**config.mk**
```make
export PLATFORM = sky130hd
export DESIGN_NAME = djc_core
export DESIGN_NICKNAME = d
export VERILOG_FILES = /design/src/djc_pkg.sv /design/src/djc_in_filter.sv /design/src/djc_core.sv
export SDC_FILE = /design/constraint.sdc
export NUM_CORES = 1
export LEC_CHECK = 0
export BUFFER_PORTS_ARGS = -buffer_cell sky130_fd_sc_hd__buf_2
export CORE_MARGIN = 2
export CORE_UTILIZATION = 30
export DETAILED_ROUTE_END_ITERATION = 12
export HOLD_SLACK_MARGIN = 0.02
export PLACE_DENSITY = 0.47
export REMOVE_ABC_BUFFERS = 1
export SLEW_MARGIN = 20
export SYNTH_ARGS = -nofsm -noshare
export SYNTH_HDL_FRONTEND = slang
export SYNTH_SLANG_ARGS = --single-unit
```
**constraint.sdc**
```tcl
create_clock -name clock_in -period 4.6 [get_ports clock_in]
set_input_delay 0.69 -clock clock_in [delete_from_list [all_inputs] [get_ports clock_in]]
set_output_delay 0.69 -clock clock_in [all_outputs]
set_load 0.01 [all_outputs]
```
**src/djc_pkg.sv**
```systemverilog
// constants, addresses and types for the drive i/o function and jog block
package djc_pkg;
  // parameter addresses
  localparam logic [15:0] ADDR_REF_POL    = 16'h061c;
  localparam logic [15:0] ADDR_NEG_POL    = 16'h061e;
  localparam logic [15:0] ADDR_POS_POL    = 16'h0620;
  localparam logic [15:0] ADDR_HALT       = 16'h062e;
  localparam logic [15:0] ADDR_PIN2_FN    = 16'h0724;
  localparam logic [15:0] ADDR_PIN3_FN    = 16'h0726;
  localparam logic [15:0] ADDR_PIN4_FN    = 16'h0728;
  localparam logic [15:0] ADDR_DIRECT_OUT = 16'h0822;
  localparam logic [15:0] ADDR_SLOW       = 16'h2908;
  localparam logic [15:0] ADDR_FAST       = 16'h290a;
  localparam logic [15:0] ADDR_STEP       = 16'h290e;
  localparam logic [15:0] ADDR_WAIT       = 16'h2910;
  localparam logic [15:0] ADDR_JOG_CTRL   = 16'h2912;
  localparam logic [15:0] ADDR_STATUS     = 16'h2914;
  // reset values
  localparam logic [15:0] RST_POL         = 16'h0001;
  localparam logic [15:0] RST_HALT        = 16'h0003;
  localparam logic [15:0] RST_FN          = 16'h0000;
  localparam logic [15:0] RST_SLOW        = 16'h003c;
  localparam logic [15:0] RST_FAST        = 16'h00b4;
  localparam logic [31:0] RST_STEP        = 32'h00000014;
  localparam logic [15:0] RST_WAIT        = 16'h01f4;
  localparam logic [15:0] RST_ZERO        = 16'h0000;
  // pin function codes
  localparam logic [15:0] FN_IN_FREE      = 16'h0001;
  localparam logic [15:0] FN_FAULT_RESET  = 16'h0002;
  localparam logic [15:0] FN_ENABLE       = 16'h0003;
  localparam logic [15:0] FN_HALT         = 16'h0004;
  localparam logic [15:0] FN_JOG_POS      = 16'h0009;
  localparam logic [15:0] FN_JOG_NEG      = 16'h000a;
  localparam logic [15:0] FN_JOG_FAST     = 16'h000b;
  localparam logic [15:0] FN_REF_SWITCH   = 16'h0014;
  localparam logic [15:0] FN_NEG_LIMIT    = 16'h0016;
  localparam logic [15:0] FN_OUT_FREE     = 16'h0065;
  localparam logic [15:0] FN_OUT_NO_FAULT = 16'h0066;
  localparam logic [15:0] FN_OUT_READY    = 16'h0067;
  // switch evaluation and halt codes
  localparam logic [15:0] POL_OFF         = 16'h0000;
  localparam logic [15:0] POL_NC          = 16'h0001;
  localparam logic [15:0] POL_NO          = 16'h0002;
  localparam logic [15:0] HALT_DECEL      = 16'h0001;
  localparam logic [15:0] HALT_TORQUE     = 16'h0003;
  // value limits
  localparam logic [31:0] SPEED_MIN       = 32'h00000001;
  localparam logic [31:0] SPEED_MAX       = 32'h00003390;
  localparam logic [31:0] WAIT_MIN        = 32'h00000001;
  localparam logic [31:0] WAIT_MAX        = 32'h00007fff;
  localparam logic [31:0] JOG_CTRL_MAX    = 32'h00000007;
  localparam logic [31:0] HALF_MAX        = 32'h0000ffff;
  // jog request bit positions
  localparam int JOG_BIT_POS  = 0;
  localparam int JOG_BIT_NEG  = 1;
  localparam int JOG_BIT_FAST = 2;
  // timing
  localparam int CLK_PERIOD_NS = 10;
  localparam int MS_NS         = 1000000;
  localparam int CYC_PER_MS    = MS_NS / CLK_PERIOD_NS;
  typedef enum logic [1:0] {JOG_IDLE, JOG_STEP_WAIT, JOG_CONT} djc_jog_state_t;
endpackage

```
**src/djc_in_filter.sv**
```systemverilog
// three-stage input synchroniser with agreement filter
module djc_in_filter #(
  parameter int WIDTH = 4
) (
  // clock and reset
  input  wire logic             clock_in,
  input  wire logic             sys_rst_in,
  // raw pins and filtered levels
  input  wire logic [WIDTH-1:0] raw_in,
  output logic      [WIDTH-1:0] level_out
);
  logic [WIDTH-1:0] s1_q;
  logic [WIDTH-1:0] s2_q;
  logic [WIDTH-1:0] s3_q;
  logic [WIDTH-1:0] level_d;

  // a bit moves only when stages two and three agree, else it holds; s1 feeds s2 alone
  assign level_d = (s2_q & ~(s2_q ^ s3_q)) | (level_out & (s2_q ^ s3_q));

  // chain of three flops, then the filtered level
  always_ff @(posedge clock_in) begin
    if (sys_rst_in) begin
      s1_q      <= '0;
      s2_q      <= '0;
      s3_q      <= '0;
      level_out <= '0;
    end else begin
      s1_q      <= raw_in;
      s2_q      <= s1_q;
      s3_q      <= s2_q;
      level_out <= level_d;
    end
  end
endmodule

```
**src/djc_core.sv**
```systemverilog
// local pin functions, switch evaluation, jog control and halt selection
module djc_core
  import djc_pkg::*;
#(
  parameter int unsigned MS_CYCLES = CYC_PER_MS
) (
  // clock and reset
  input  wire logic        clock_in,
  input  wire logic        sys_rst_in,
  // parameter access
  input  wire logic [15:0] par_addr_in,
  input  wire logic        par_wr_in,
  input  wire logic        par_rd_in,
  input  wire logic [31:0] par_wdata_in,
  output logic      [31:0] par_rdata_out,
  output logic             par_ack_out,
  output logic             par_err_out,
  // local pins two to four and the positive limit switch
  input  wire logic [2:0]  pin_in,
  output logic      [2:0]  pin_out,
  output logic      [2:0]  pin_oe_out,
  input  wire logic        positive_limit_switch_in,
  // drive state
  input  wire logic        local_mode_in,
  input  wire logic        homing_active_in,
  input  wire logic        profile_mode_in,
  input  wire logic        drive_fault_in,
  input  wire logic        drive_ready_in,
  input  wire logic [15:0] max_ramp_speed_in,
  // requests to the drive
  output logic             fault_reset_out,
  output logic             enable_out,
  output logic             halt_req_out,
  output logic             halt_decel_ramp_out,
  output logic             halt_torque_ramp_out,
  output logic             pos_limit_hit_out,
  output logic             neg_limit_hit_out,
  output logic             ref_hit_out,
  // jog motion requests
  output logic             jog_run_out,
  output logic             jog_neg_dir_out,
  output logic             jog_step_start_out,
  output logic      [31:0] jog_step_dist_out,
  output logic             jog_cont_out,
  output logic      [15:0] jog_speed_out
);

  logic [15:0]    fn_q [0:2];
  logic [15:0]    ref_pol_q;
  logic [15:0]    neg_pol_q;
  logic [15:0]    pos_pol_q;
  logic [15:0]    halt_type_q;
  logic [15:0]    direct_q;
  logic [15:0]    slow_q;
  logic [15:0]    fast_q;
  logic [31:0]    step_q;
  logic [15:0]    wait_q;
  logic [15:0]    jog_ctrl_q;
  logic [3:0]     lvl;
  logic [2:0]     f_fr, f_en, f_halt, f_jp, f_jn, f_jf, f_ref_cfg, f_out;
  logic [2:0]     pin_d;
  djc_jog_state_t state_q, state_d;
  logic           dir_q;
  logic [16:0]    ms_cnt_q;
  logic [14:0]    ms_left_q;

  // synchronised pin levels: bit 3 is the positive limit switch
  djc_in_filter #(.WIDTH(4)) u_filter (
    .clock_in   (clock_in),
    .sys_rst_in (sys_rst_in),
    .raw_in     ({positive_limit_switch_in, pin_in}),
    .level_out  (lvl)
  );

  // legal function codes; zero leaves the pin unused
  function automatic logic fn_ok(input logic [31:0] c, input logic lim_ok);
    logic base;
    base = (c[31:16] == 16'h0000) && (c[15:0] inside {RST_FN, FN_IN_FREE,
      FN_FAULT_RESET, FN_ENABLE, FN_HALT, FN_JOG_POS, FN_JOG_NEG, FN_JOG_FAST,
      FN_REF_SWITCH, FN_OUT_FREE, FN_OUT_NO_FAULT, FN_OUT_READY});
    return base || (lim_ok && c == {16'h0000, FN_NEG_LIMIT});
  endfunction

  // address decode and value checks
  wire [31:0] wd        = par_wdata_in;
  wire hit_ref    = par_addr_in == ADDR_REF_POL;
  wire hit_neg    = par_addr_in == ADDR_NEG_POL;
  wire hit_pos    = par_addr_in == ADDR_POS_POL;
  wire hit_halt   = par_addr_in == ADDR_HALT;
  wire hit_fn2    = par_addr_in == ADDR_PIN2_FN;
  wire hit_fn3    = par_addr_in == ADDR_PIN3_FN;
  wire hit_fn4    = par_addr_in == ADDR_PIN4_FN;
  wire hit_dir    = par_addr_in == ADDR_DIRECT_OUT;
  wire hit_slow   = par_addr_in == ADDR_SLOW;
  wire hit_fast   = par_addr_in == ADDR_FAST;
  wire hit_step   = par_addr_in == ADDR_STEP;
  wire hit_wait   = par_addr_in == ADDR_WAIT;
  wire hit_jog    = par_addr_in == ADDR_JOG_CTRL;
  wire hit_stat   = par_addr_in == ADDR_STATUS;
  wire ok_lim     = wd <= {16'h0000, POL_NO};
  wire ok_ref     = wd == {16'h0000, POL_NC} || wd == {16'h0000, POL_NO};
  wire ok_halt    = wd == {16'h0000, HALT_DECEL} || wd == {16'h0000, HALT_TORQUE};
  wire ok_speed   = wd >= SPEED_MIN && wd <= SPEED_MAX;
  wire ok_wait    = wd >= WAIT_MIN && wd <= WAIT_MAX;
  wire ok_jog     = wd <= JOG_CTRL_MAX;
  wire ok_half    = wd <= HALF_MAX;
  wire ok_step    = !wd[31];
  wire wr_ok      = (hit_ref & ok_ref) | ((hit_neg | hit_pos) & ok_lim)
                  | (hit_halt & ok_halt) | (hit_fn2 & fn_ok(wd, 1'b1))
                  | ((hit_fn3 | hit_fn4) & fn_ok(wd, 1'b0)) | (hit_dir & ok_half)
                  | ((hit_slow | hit_fast) & ok_speed) | (hit_step & ok_step)
                  | (hit_wait & ok_wait) | (hit_jog & ok_jog);
  wire wr_go      = par_wr_in & wr_ok;
  wire rd_hit     = hit_ref | hit_neg | hit_pos | hit_halt | hit_fn2 | hit_fn3
                  | hit_fn4 | hit_dir | hit_slow | hit_fast | hit_step | hit_wait
                  | hit_jog | hit_stat;
  wire [31:0] stat_w = {21'h00000, lvl[2:0], 2'h0, jog_neg_dir_out, ref_hit_out,
                        neg_limit_hit_out, pos_limit_hit_out, 2'(state_q)};
  wire [31:0] rd_val =
      hit_ref  ? {16'h0000, ref_pol_q}   : hit_neg  ? {16'h0000, neg_pol_q}  :
      hit_pos  ? {16'h0000, pos_pol_q}   : hit_halt ? {16'h0000, halt_type_q} :
      hit_fn2  ? {16'h0000, fn_q[0]}     : hit_fn3  ? {16'h0000, fn_q[1]}    :
      hit_fn4  ? {16'h0000, fn_q[2]}     : hit_dir  ? {16'h0000, direct_q}   :
      hit_slow ? {16'h0000, slow_q}      : hit_fast ? {16'h0000, fast_q}     :
      hit_step ? step_q                  : hit_wait ? {16'h0000, wait_q}     :
      hit_jog  ? {16'h0000, jog_ctrl_q}  : hit_stat ? stat_w : 32'h00000000;

  // settings; a rejected write leaves the old value
  always_ff @(posedge clock_in) begin
    if (sys_rst_in) begin
      ref_pol_q   <= RST_POL;
      neg_pol_q   <= RST_POL;
      pos_pol_q   <= RST_POL;
      halt_type_q <= RST_HALT;
      fn_q[0]     <= RST_FN;
      fn_q[1]     <= RST_FN;
      fn_q[2]     <= RST_FN;
      direct_q    <= RST_ZERO;
      slow_q      <= RST_SLOW;
      fast_q      <= RST_FAST;
      step_q      <= RST_STEP;
      wait_q      <= RST_WAIT;
      jog_ctrl_q  <= RST_ZERO;
    end else if (wr_go) begin
      if (hit_ref)  ref_pol_q   <= wd[15:0];
      if (hit_neg)  neg_pol_q   <= wd[15:0];
      if (hit_pos)  pos_pol_q   <= wd[15:0];
      if (hit_halt) halt_type_q <= wd[15:0];
      if (hit_fn2)  fn_q[0]     <= wd[15:0];
      if (hit_fn3)  fn_q[1]     <= wd[15:0];
      if (hit_fn4)  fn_q[2]     <= wd[15:0];
      if (hit_dir)  direct_q    <= wd[15:0];
      if (hit_slow) slow_q      <= wd[15:0];
      if (hit_fast) fast_q      <= wd[15:0];
      if (hit_step) step_q      <= wd;
      if (hit_wait) wait_q      <= wd[15:0];
      if (hit_jog)  jog_ctrl_q  <= wd[15:0];
    end
  end

  // answer one cycle after any access
  always_ff @(posedge clock_in) begin
    if (sys_rst_in) begin
      par_ack_out   <= 1'b0;
      par_err_out   <= 1'b0;
      par_rdata_out <= 32'h00000000;
    end else begin
      par_ack_out   <= par_wr_in | par_rd_in;
      par_err_out   <= (par_wr_in & ~wr_ok) | (par_rd_in & ~rd_hit);
      par_rdata_out <= par_rd_in ? rd_val : 32'h00000000;
    end
  end

  // per-pin function decode; a pin input is asserted when high
  for (genvar i = 0; i < 3; i++) begin : g_pin
    assign f_fr[i]      = (fn_q[i] == FN_FAULT_RESET) & lvl[i];
    assign f_en[i]      = (fn_q[i] == FN_ENABLE) & lvl[i];
    assign f_halt[i]    = (fn_q[i] == FN_HALT) & lvl[i];
    assign f_jp[i]      = (fn_q[i] == FN_JOG_POS) & lvl[i];
    assign f_jn[i]      = (fn_q[i] == FN_JOG_NEG) & lvl[i];
    assign f_jf[i]      = (fn_q[i] == FN_JOG_FAST) & lvl[i];
    assign f_ref_cfg[i] = fn_q[i] == FN_REF_SWITCH;
    assign f_out[i]     = fn_q[i] >= FN_OUT_FREE;
  end

  // output pin values; pin four has no direct bit so a free output stays low
  wire [2:0] direct_map = {1'b0, direct_q[1:0]};
  for (genvar i = 0; i < 3; i++) begin : g_out
    assign pin_d[i] = (fn_q[i] == FN_OUT_FREE)     ? direct_map[i] :
                      (fn_q[i] == FN_OUT_NO_FAULT) ? ~drive_fault_in :
                      (fn_q[i] == FN_OUT_READY)    ? drive_ready_in : 1'b0;
  end

  // switch evaluation: closed contact opens on trip, open contact closes
  wire neg_present = fn_q[0] == FN_NEG_LIMIT;
  wire neg_trip    = (neg_pol_q == POL_NC) ? ~lvl[0] : (neg_pol_q == POL_NO) & lvl[0];
  wire pos_trip    = (pos_pol_q == POL_NC) ? ~lvl[3] : (pos_pol_q == POL_NO) & lvl[3];
  wire ref_trip    = (ref_pol_q == POL_NC) ? |(f_ref_cfg & ~lvl[2:0])
                                           : |(f_ref_cfg & lvl[2:0]);

  // jog requests from the jog word or from pins
  wire req_pos  = jog_ctrl_q[JOG_BIT_POS] | (|f_jp);
  wire req_neg  = jog_ctrl_q[JOG_BIT_NEG] | (|f_jn);
  wire req_fast = jog_ctrl_q[JOG_BIT_FAST] | (|f_jf);
  wire halt_req = |f_halt;
  wire start_ok = (req_pos ^ req_neg) & ~halt_req;
  wire held     = dir_q ? req_neg : req_pos;
  wire step_zero = step_q == 32'h00000000;
  wire go_step  = (state_q == JOG_IDLE) & start_ok & ~step_zero;
  wire ms_tick  = ms_cnt_q == 17'(MS_CYCLES - 1);
  wire [15:0] sel_speed = req_fast ? fast_q : slow_q;

  // jog sequence
  always_comb begin
    state_d = state_q;
    case (state_q)
      JOG_IDLE: begin
        if (start_ok) begin
          state_d = step_zero ? JOG_CONT : JOG_STEP_WAIT;
        end
      end
      JOG_STEP_WAIT: begin
        if (!held) begin
          state_d = JOG_IDLE;
        end else if (ms_left_q == 15'h0000) begin
          state_d = JOG_CONT;
        end
      end
      JOG_CONT: begin
        if (!held) begin
          state_d = JOG_IDLE;
        end
      end
      default: state_d = JOG_IDLE;
    endcase
  end

  // state, direction and the millisecond wait counter
  always_ff @(posedge clock_in) begin
    if (sys_rst_in) begin
      state_q   <= JOG_IDLE;
      dir_q     <= 1'b0;
      ms_cnt_q  <= 17'h00000;
      ms_left_q <= 15'h0000;
    end else begin
      state_q <= state_d;
      if (state_q == JOG_IDLE) begin
        dir_q     <= req_neg;
        ms_cnt_q  <= 17'h00000;
        ms_left_q <= wait_q[14:0];
      end else if (state_q == JOG_STEP_WAIT) begin
        ms_cnt_q <= ms_tick ? 17'h00000 : ms_cnt_q + 17'h00001;
        if (ms_tick && ms_left_q != 15'h0000) begin
          ms_left_q <= ms_left_q - 15'h0001;
        end
      end
    end
  end

  // registered outputs to the drive
  always_ff @(posedge clock_in) begin
    if (sys_rst_in) begin
      pin_out              <= 3'h0;
      pin_oe_out           <= 3'h0;
      fault_reset_out      <= 1'b0;
      enable_out           <= 1'b0;
      halt_req_out         <= 1'b0;
      halt_decel_ramp_out  <= 1'b0;
      halt_torque_ramp_out <= 1'b0;
      pos_limit_hit_out    <= 1'b0;
      neg_limit_hit_out    <= 1'b0;
      ref_hit_out          <= 1'b0;
      jog_step_start_out   <= 1'b0;
      jog_step_dist_out    <= 32'h00000000;
      jog_speed_out        <= 16'h0000;
    end else begin
      pin_out              <= pin_d & f_out;
      pin_oe_out           <= f_out;
      fault_reset_out      <= local_mode_in & (|f_fr);
      enable_out           <= local_mode_in & (|f_en);
      halt_req_out         <= halt_req;
      // decel ramp needs the profile generator, so fall back to torque
      halt_decel_ramp_out  <= (halt_type_q == HALT_DECEL) & profile_mode_in;
      halt_torque_ramp_out <= (halt_type_q != HALT_DECEL) | ~profile_mode_in;
      pos_limit_hit_out    <= pos_trip;
      neg_limit_hit_out    <= neg_present & neg_trip;
      ref_hit_out          <= homing_active_in & ref_trip;
      jog_step_start_out   <= go_step;
      jog_step_dist_out    <= step_q;
      jog_speed_out        <= (sel_speed > max_ramp_speed_in) ? max_ramp_speed_in
                                                              : sel_speed;
    end
  end

  // jog status seen by the motion profile generator
  assign jog_run_out     = state_q != JOG_IDLE;
  assign jog_cont_out    = state_q == JOG_CONT;
  assign jog_neg_dir_out = dir_q;
endmodule

```
# ---- Yosys cells after proc, flatten, opt, wreduce, memory -nomap -nowiden
# Memories as Yosys holds them, arrays and structs flattened.
# Cells that the tools add are included.
dict set report classes {
  n_addsub 2
  n_lt_le_gt_ge 10
  eq_ne 73
  muxes 56
  n_bitwise 94
  n_reduce_logical 41
}
# operator count
set ops {}
lappend ops {{2-to-1 mux 16 bit} 17}
lappend ops {{equality test 16 x 4 -> 1 bit (second input constant)} 12}
lappend ops {{equality test 16 x 7 -> 1 bit (second input constant)} 12}
lappend ops {{equality test 16 x 2 -> 1 bit (second input constant)} 10}
lappend ops {{equality test 16 x 11 -> 1 bit (second input constant)} 7}
lappend ops {{equality test 16 x 14 -> 1 bit (second input constant)} 6}
lappend ops {{equality test 16 x 1 -> 1 bit (second input constant)} 5}
lappend ops {{equality test 16 x 5 -> 1 bit (second input constant)} 5}
lappend ops {{equality test 16 x 3 -> 1 bit (second input constant)} 4}
lappend ops {{equality test 32 x 2 -> 1 bit (second input constant)} 2}
lappend ops {{>= comparator 16 x 7 -> 1 bit (second input constant)} 3}
lappend ops {{2-to-1 mux 15 bit} 3}
lappend ops {{AND 1 bit} 41}
lappend ops {{bitwise OR 1 bit} 34}
lappend ops {{equality test 32 x 1 -> 1 bit (second input constant)} 1}
lappend ops {{equality test 32 x 5 -> 1 bit (second input constant)} 1}
lappend ops {{>= comparator 32 x 1 -> 1 bit (second input constant)} 1}
lappend ops {{<= comparator 32 x 14 -> 1 bit (second input constant)} 1}
lappend ops {{<= comparator 32 x 15 -> 1 bit (second input constant)} 1}
lappend ops {{<= comparator 32 x 16 -> 1 bit (second input constant)} 1}
lappend ops {{<= comparator 32 x 2 -> 1 bit (second input constant)} 1}
lappend ops {{<= comparator 32 x 3 -> 1 bit (second input constant)} 1}
lappend ops {{zero test 16 bit} 2}
lappend ops {{zero test 32 bit} 1}
lappend ops {{other kinds (37)} 104}
dict set report word_totals {
  reg_bits 324
  ramBits 48
  inputBits 77
  out_inout_bits 100
  wordCells 312
  mem_count 1
}
# name depth word_bits rd rd_ports_with_merged_regs wr line
set memory_table {}
lappend memory_table {fn_q 3 16 3 0 3 djc_core.sv:48} ;# logic [15:0] fn_q [0:2];

# ---- Logic depth before layout (Yosys ltp)
# Gate-level depths: netlist of the first run.
dict set report logic_depth {
  depth_word 17
  depth_mapped 18
  depth_no_buf 14
}

# ---- Modules after synthesis
# From an unflattened synthesis of the first run, not the netlist that was laid out.
dict set report unflattened {
  hier_cells 1715
  area_unflattened_um2 16415.7
}
# module instances cells_each area_each_um2
set modules_own_cells {}
lappend modules_own_cells {djc_core 1 1674 15929.0}
lappend modules_own_cells {djc_in_filter 1 41 486.7}

# ---- Least setup slack after synthesis of the first run
# No wires, ideal clock.
dict set report synth_path {
  kind {reg2reg}
  startpoint {memory fn_q[2][12], in the netlist fn_q[0][44]}
  endpoint {register jog_speed_out[10]}
  setup_ns 0.134
  t_arrival_ns 3.988
  slack_ns 0.478
  path_stages_with_launch 17
  path_buffers 3
  period_less_slack_ns 4.122
  path_cell_list {edfxtp_1 -> nor4_1 -> and4_1 -> and3_1 -> a311o_1 -> clkbuf_1 -> buf_2 -> mux2_2 -> ha_1 -> a21o_1 -> a21o_1 -> a211o_1 -> o211ai_1 -> a211oi_1 -> a21o_1 -> clkbuf_1 -> a211oi_1}
}
# element line
set synth_lines {}
lappend synth_lines {{start: declaration} djc_core.sv:48}
lappend synth_lines {{end signal: assignment} djc_core.sv:290} ;# jog_speed_out <= (sel_speed > max_ramp_speed_in) ? max_ramp_speed_in
lappend synth_lines {{end: declaration} djc_core.sv:45} ;# output logic [15:0] jog_speed_out

==> results of run 1 <==
## layout by cell type, fill, tap and decap left out, drive strengths merged, types with 9 or more instances in the layout
| cell type | instances |
|---|---|
| a31oi | 18 |
| a221o | 9 |
| nor4 | 45 |
| inv | 57 |
| a21oi | 89 |
| a211oi | 37 |
| nor2b | 56 |
| a221oi | 10 |
| clkbuf | 59 |
| o22ai | 24 |
| o21ai | 67 |
| nor4b | 15 |
| mux2i | 49 |
| ha | 18 |
| nand3 | 36 |
| mux2 | 32 |
| a22oi | 40 |
| nand2 | 78 |
| or3 | 10 |
| nor3b | 78 |
| and2 | 18 |
| or4 | 9 |
| conb | 27 |
| nor3 | 59 |
| nor2 | 129 |
| xor2 | 13 |
| edfxtp | 48 |
| clkinv | 10 |
| nand3b | 18 |
| dfxtp | 324 |
| buf | 238 |
| nand2b | 71 |
| nand4 | 32 |
| o211ai | 15 |
## power groups by stage
stage	combinational, mW	clock, mW	sequential, mW
2_1_floorplan	0.106	0	3.43
3_3_place_gp	0.292	0	3.44
3_5_place_dp	0.293	0	3.44
4_1_cts	0.294	3.56	3.37
5_1_grt	0.322	3.70	3.37
6_report	0.298	3.46	3.37
## cell families (layout without fill, tap and decap cells)
family / count (synthesis) / after routing / share of synthesized area (%)
mux: 81 / 81 / 5.18
xor+xnor: 21 / 21 / 1.12
simple gates: 696 / 696 / 24.7
other cells: 1 / 27 / 0.0228
compound gates: 376 / 376 / 15.3
flops: 372 / 372 / 48.2
buf+inv: 167 / 372 / 4.03
fa+ha+maj: 18 / 18 / 1.37
## registers in the layout, summed over array words and instances (netlist names), 17 cells and up, named ones only
signal,flops
par_rdata_out,32
fn_q,48
ms_cnt_q,17
jog_step_dist_out,32
step_q,32
## path summary, 6_finish.rpt
path	endpoint	start
worst min register to register	u_filter.s2_q[1]	u_filter.s1_q[1]
worst min-delay path	u_filter.s1_q[3]	positive_limit_switch_in
worst max-delay path	jog_speed_out[11]	fn_q[0][44]
worst max register to register	jog_speed_out[11]	fn_q[0][44]
## final cells by class
class	instances	area [um^2]	share of cell area, %
well taps	696	871	4.39
flip-flops and latches	372	7930	40.0
clock buffers	58	1190	6.02
multi-input cells	1219	7990	40.3
repair buffers	239	1410	7.10
inverters	56	210	1.06
clock inverters	19	220	1.11
## through the flow
step	hold slack (ns)	instances
2_1_floorplan	0.414	1647
3_3_place_gp	0.420	2580
3_5_place_dp	0.425	2580
4_1_cts	0.289	2657
5_1_grt	0.308	2659
6_report	0.307	2659
## layer usage
| metal | share of wire (%) | wire [um] | track usage (%) |
|---|---|---|---|
| met1 | 44 | 27300 | 28.6 |
| met2 | 44 | 26800 | 32.1 |
| met4 | 3.7 | 2250 | 7.90 |
| met3 | 8.0 | 4880 | 5.75 |
| met5 | 0.10 | 62 | 0 |
==> results.ini, run 1 <==
[worst_setup_path]
critPathTopFamily=simple AND/OR/NAND/NOR gates
worstPathArrival_ns=4.62
crit_type=flip-flop to flip-flop
worstPathCellList=nor4_1 -> and4_1 -> and3_1 -> a311o_1 -> buf_12 -> mux2_2 -> ha_1 -> nand4_1 -> nor4_1 -> nor2_1 -> buf_4 -> a21o_1 -> buf_4 -> a211oi_1
rr_worst_depth=14
cpMaxStageDelayCell=nor4_1
max_stage_delay_ns=0.45
worstSetupEndpointType=flip-flop
critPathBufInv=3
rrSetupSlack_ns=0.46
cp_max_fo=17
cp.depth=14
cp-start-kind=flip-flop
cp.required_ns=5.08

[logic_synthesis]
syn_area_per_cell_um2=9.49
yosysWarningCount=0
synth_area_mm2=0.0164
synth-async-reset-ratio_pct=0
netlist_top_cells_count=dfxtp_1, nor2_1, a21oi_1
synth_top_cell_area_share_pct=39.5
yosysSeqAreaShare_pct=48.2
synth-edff-count=48
synth.most_common_cell=dfxtp_1
synth_top_flop_cell=dfxtp_1
ys_seq_elements=372
yosysTopAreaCell=dfxtp_1
synth.area.top_cells=dfxtp_1, edfxtp_1, nor3b_1
synth_cells=1732
ys_types=78

[cts]
hold_buffers=0
htreeDepth=2
tritoncts=yes
postCtsResizedCells=0
cts.path.max_buffers=3
clock-sinks=372
cts_setup_buffers=0
cts_made_buffers=44
root_buffer=clkbuf_16
path_clk_slew_ns=0.06
insertion_delay_ns=0.60

[power]
ir_worst_vdd_v=0.000254
p_switching_mw=1.69
internal-power_mw=5.44
p_seq_share_pct=47.3
power_frac_clock_pct=48.6
power.leakage_nw=7.37
powerDensity_mw_per_mm2=360
finalPower_mw=7.13
switching_share_pct=23.7
p_comb_share_pct=4.2

[final_layout]
final_util_pct=36.7
antenna_cells=0
fin_area_mm2=0.0198
layout-drive-gt1-share_pct=19.0
fin_nets=2027
n_fill_cell=5596
area_growth_pct=20.6

[detailed_routing]
wl_per_cell_um=23.1
vias=14533
dr.pass1.iters=6
drt_wl_total_um=61300
remaining_drc_errors=0
ant_nets=0
drt-initial-drc-count=1411
viasPerCell=5.47

[global_route]
grt-ovfl-total=0
grt_pass1_vias=13811
grt_max_degree=107
grt_pass1_wl_um=89800
antenna_found_initial=8
track_usage_pct=21.1

[sta]
fin_crit_ns=4.14
fmaxAchievable_mhz=241
slew_headroom_pct=22.0
rsz0062_at_grt=no
hold_viol_final=0
setup_slack_ns=0.458
fin_worst_skew_ns=0.0342
finalCritPeriodShare_pct=90.0
fin_tns_setup_ns=0
slew_violations=0
tightest_slew_ns=1.16
setup_violations=0

[placement]
gp_congestion=0.903
hpwl_um=45800
place_area_mm2=0.0184
port_buffers=176
pre_cts_ws_ns=0.279

[floorplan]
fp.dieH_um=238
placementRows=85
pin_count=177
core-area_mm2=0.0540
fp.dieArea_mm2=0.0567
initial_utilization_pct=30.4
dieWidth_um=238

[job]
maxCapViolations=0

[run_status]
status=complete, no violations

[hold_path]
holdPathStages=2
hold_path.class=primary input to flip-flop

No activity file was read; power rests on OpenSTA's default activity.
==> inputs of run 2 (changes only) <==
--- a/config.mk
+++ b/config.mk
@@ -6,11 +6,13 @@
 export NUM_CORES = 1
 export LEC_CHECK = 0
 export BUFFER_PORTS_ARGS = -buffer_cell sky130_fd_sc_hd__buf_2
+export CELL_PAD_IN_SITES_DETAIL_PLACEMENT = 1
+export CELL_PAD_IN_SITES_GLOBAL_PLACEMENT = 2
 export CORE_MARGIN = 2
 export CORE_UTILIZATION = 30
 export DETAILED_ROUTE_END_ITERATION = 12
 export HOLD_SLACK_MARGIN = 0.02
-export PLACE_DENSITY = 0.47
+export PLACE_DENSITY = 0.68
 export REMOVE_ABC_BUFFERS = 1
 export SLEW_MARGIN = 20
 export SYNTH_ARGS = -nofsm -noshare
==> results.ini, run 2 (same netlist as run 1, synthesis figures left out) <==
[run_status]
status=complete, no violations  ; unchanged

[sta]
setup_slack_ns=0.343  ; was 0.458 ns
fmaxAchievable_mhz=235  ; was 241 MHz
rsz0062_at_grt=no  ; unchanged
setup_violations=0  ; unchanged
slew_violations=0  ; unchanged
fin_crit_ns=4.26  ; was 4.14 ns
slew_headroom_pct=24.6  ; was 22.0%
fin_worst_skew_ns=0.0204  ; was 0.0342 ns
holdWs_ns=0.316  ; was 0.307 ns
fin_tns_setup_ns=0  ; unchanged
tightest_slew_ns=1.13  ; was 1.16 ns
finalCritPeriodShare_pct=92.5  ; was 90.0%
hold_viol_final=0  ; unchanged

[worst_setup_path]
rrSetupSlack_ns=0.34  ; was 0.46 ns
worstSetupEndpointType=flip-flop  ; unchanged
crit_type=flip-flop to flip-flop  ; unchanged
worstReg2RegStart=fn_q[0][47]  ; was fn_q[0][44]
cp_max_fo=16  ; was 17
cp.required_ns=5.08  ; about the same
rr_worst_depth=14  ; unchanged
reg2reg_to=jog_speed_out[3]  ; was jog_speed_out[11]
cp-start-kind=flip-flop  ; unchanged
worstPathArrival_ns=4.74  ; was 4.62 ns

[cts]
tritoncts=yes  ; unchanged
htreeDepth=2  ; unchanged
cts.path.max_buffers=3  ; unchanged
cts_setup_buffers=0  ; unchanged
insertion_delay_ns=0.59  ; was 0.60 ns
clock-sinks=372  ; unchanged
path_clk_slew_ns=0.06  ; about the same
cts_made_buffers=45  ; was 44
root_buffer=clkbuf_16  ; unchanged

[hold_path]
holdCritStartpoint=positive_limit_switch_in  ; unchanged
hold_end=u_filter.s1_q[3]  ; unchanged
holdPathStages=2  ; unchanged
hold_path.class=primary input to flip-flop  ; unchanged

[placement]
pre_cts_ws_ns=0.276  ; was 0.279 ns
port_buffers=176  ; unchanged
hpwl_um=47300  ; was 45800 um
gp_congestion=0.891  ; was 0.903
place_area_mm2=0.0183  ; was 0.0184 mm^2

[final_layout]
largest_reg_flops=48  ; unchanged
final_util_pct=36.8  ; was 36.7%
area_growth_pct=20.8  ; was 20.6%
fin_nets=2020  ; was 2027
mostFrequentLayoutCell=dfxtp_1  ; unchanged
multi_input_area_mm2=0.00799  ; about the same
regArea_mm2=0.00793  ; unchanged
fin_area_mm2=0.0199  ; was 0.0198 mm^2
mostFrequentLayoutCells=dfxtp_1, buf_2, nor2_1, a21oi_1  ; unchanged
largest-register=fn_q  ; unchanged
layout-drive-gt1-share_pct=19.3  ; was 19.0%
n_fill_cell=6131  ; was 5596
antenna_cells=0  ; unchanged

[floorplan]
core-area_mm2=0.0540  ; unchanged
initial_utilization_pct=30.4  ; unchanged
pin_count=177  ; unchanged
fp.dieArea_mm2=0.0567  ; unchanged
fp.dieH_um=238  ; unchanged
placementRows=85  ; unchanged
dieWidth_um=238  ; unchanged

[detailed_routing]
viasPerCell=5.48  ; was 5.47
ant_nets=0  ; unchanged
vias=14556  ; was 14533
remaining_drc_errors=0  ; unchanged
wl_per_cell_um=23.9  ; was 23.1 um
dr.pass1.iters=5  ; was 6
drt-initial-drc-count=990  ; was 1411
drt_wl_total_um=63600  ; was 61300 um

[global_route]
grt_pass1_vias=14862  ; was 13811
grt-ovfl-total=0  ; unchanged
track_usage_pct=22.2  ; was 21.1%
antenna_found_initial=0  ; was 8
grt_max_degree=132  ; was 107
grt_pass1_wl_um=95800  ; was 89800 um

[job]
maxCapViolations=0  ; unchanged

[power]
p_seq_share_pct=46.1  ; was 47.3%
ir_worst_vdd_v=0.000227  ; was 0.000254 V
switching_share_pct=24.0  ; was 23.7%
p_switching_mw=1.76  ; was 1.69 mW
power.leakage_nw=7.40  ; was 7.37 nW
powerDensity_mw_per_mm2=369  ; was 360 mW/mm^2
power_frac_clock_pct=50.0  ; was 48.6%
p_comb_share_pct=3.9  ; was 4.2%
internal-power_mw=5.57  ; was 5.44 mW

run 2: worst max-delay path by stage:
stage,start,to,slack [ns],depth (start not counted)
floorplan,par_addr_in[2],slow_q[0],0.07,6
global placement,fn_q[0][44],jog_speed_out[3],0.40,14
detailed placement,fn_q[0][44],jog_speed_out[14],0.28,12
CTS,fn_q[0][47],jog_speed_out[3],0.22,12
global route,fn_q[0][47],jog_speed_out[3],0.06,14
finish,fn_q[0][47],jog_speed_out[3],0.34,14
run 2: power by group through the flow:
stage / sequential, mW / clock, mW / combinational (mW)
2_1_floorplan: 3.43 / 0 / 0.106
5_1_grt: 3.38 / 3.90 / 0.313
3_3_place_gp: 3.44 / 0 / 0.282
6_report: 3.38 / 3.66 / 0.287
3_5_place_dp: 3.44 / 0 / 0.286
4_1_cts: 3.37 / 3.75 / 0.287
run 2: layer usage:
layer  track usage, %  routed length, um  vias up
li1                 -                  -     6745
met1             29.4              28400     7310
met2             37.1              30000      403
met3             3.52               3190       98
met4             7.23               2010        0
met5                0                  0        -
run 2: final cells by class:
class                           count  area share [%]
Clock buffer                       60            6.46
Tap cell                          696            4.38
Multi-Input combinational cell   1219            40.2
Inverter                           56            1.06
Clock inverter                     24            1.22
Sequential cell                   372            39.9
Timing Repair Buffer              231            6.74
run 2: worst max-delay path, cell delays in order, from the launching register on:
cell	delay [ns]
edfxtp_1	0.42
nor4_1	0.41
and4_1	0.41
and3_1	0.26
a311o_1	0.19
buf_4	0.27
mux2_2	0.40
ha_1	0.30
a21o_1	0.18
a21o_1	0.17
a211o_1	0.28
o211ai_1	0.10
a211oi_2	0.14
a21o_2	0.33
a211oi_1	0.27
run 2: through the flow:
step / power (mW) / instances
final: 7.33 / 2658
after global routing: 7.59 / 2658
after CTS: 7.41 / 2657
after detailed placement: 3.73 / 2573
after global placement: 3.72 / 2572
after floorplan: 3.54 / 1647
run 2: timing repair:
action | 4_1_cts | 5_1_grt
hold buffers | 0 | 0
gates resized for setup | 0 | 2
setup endpoints to repair | 0 | 16
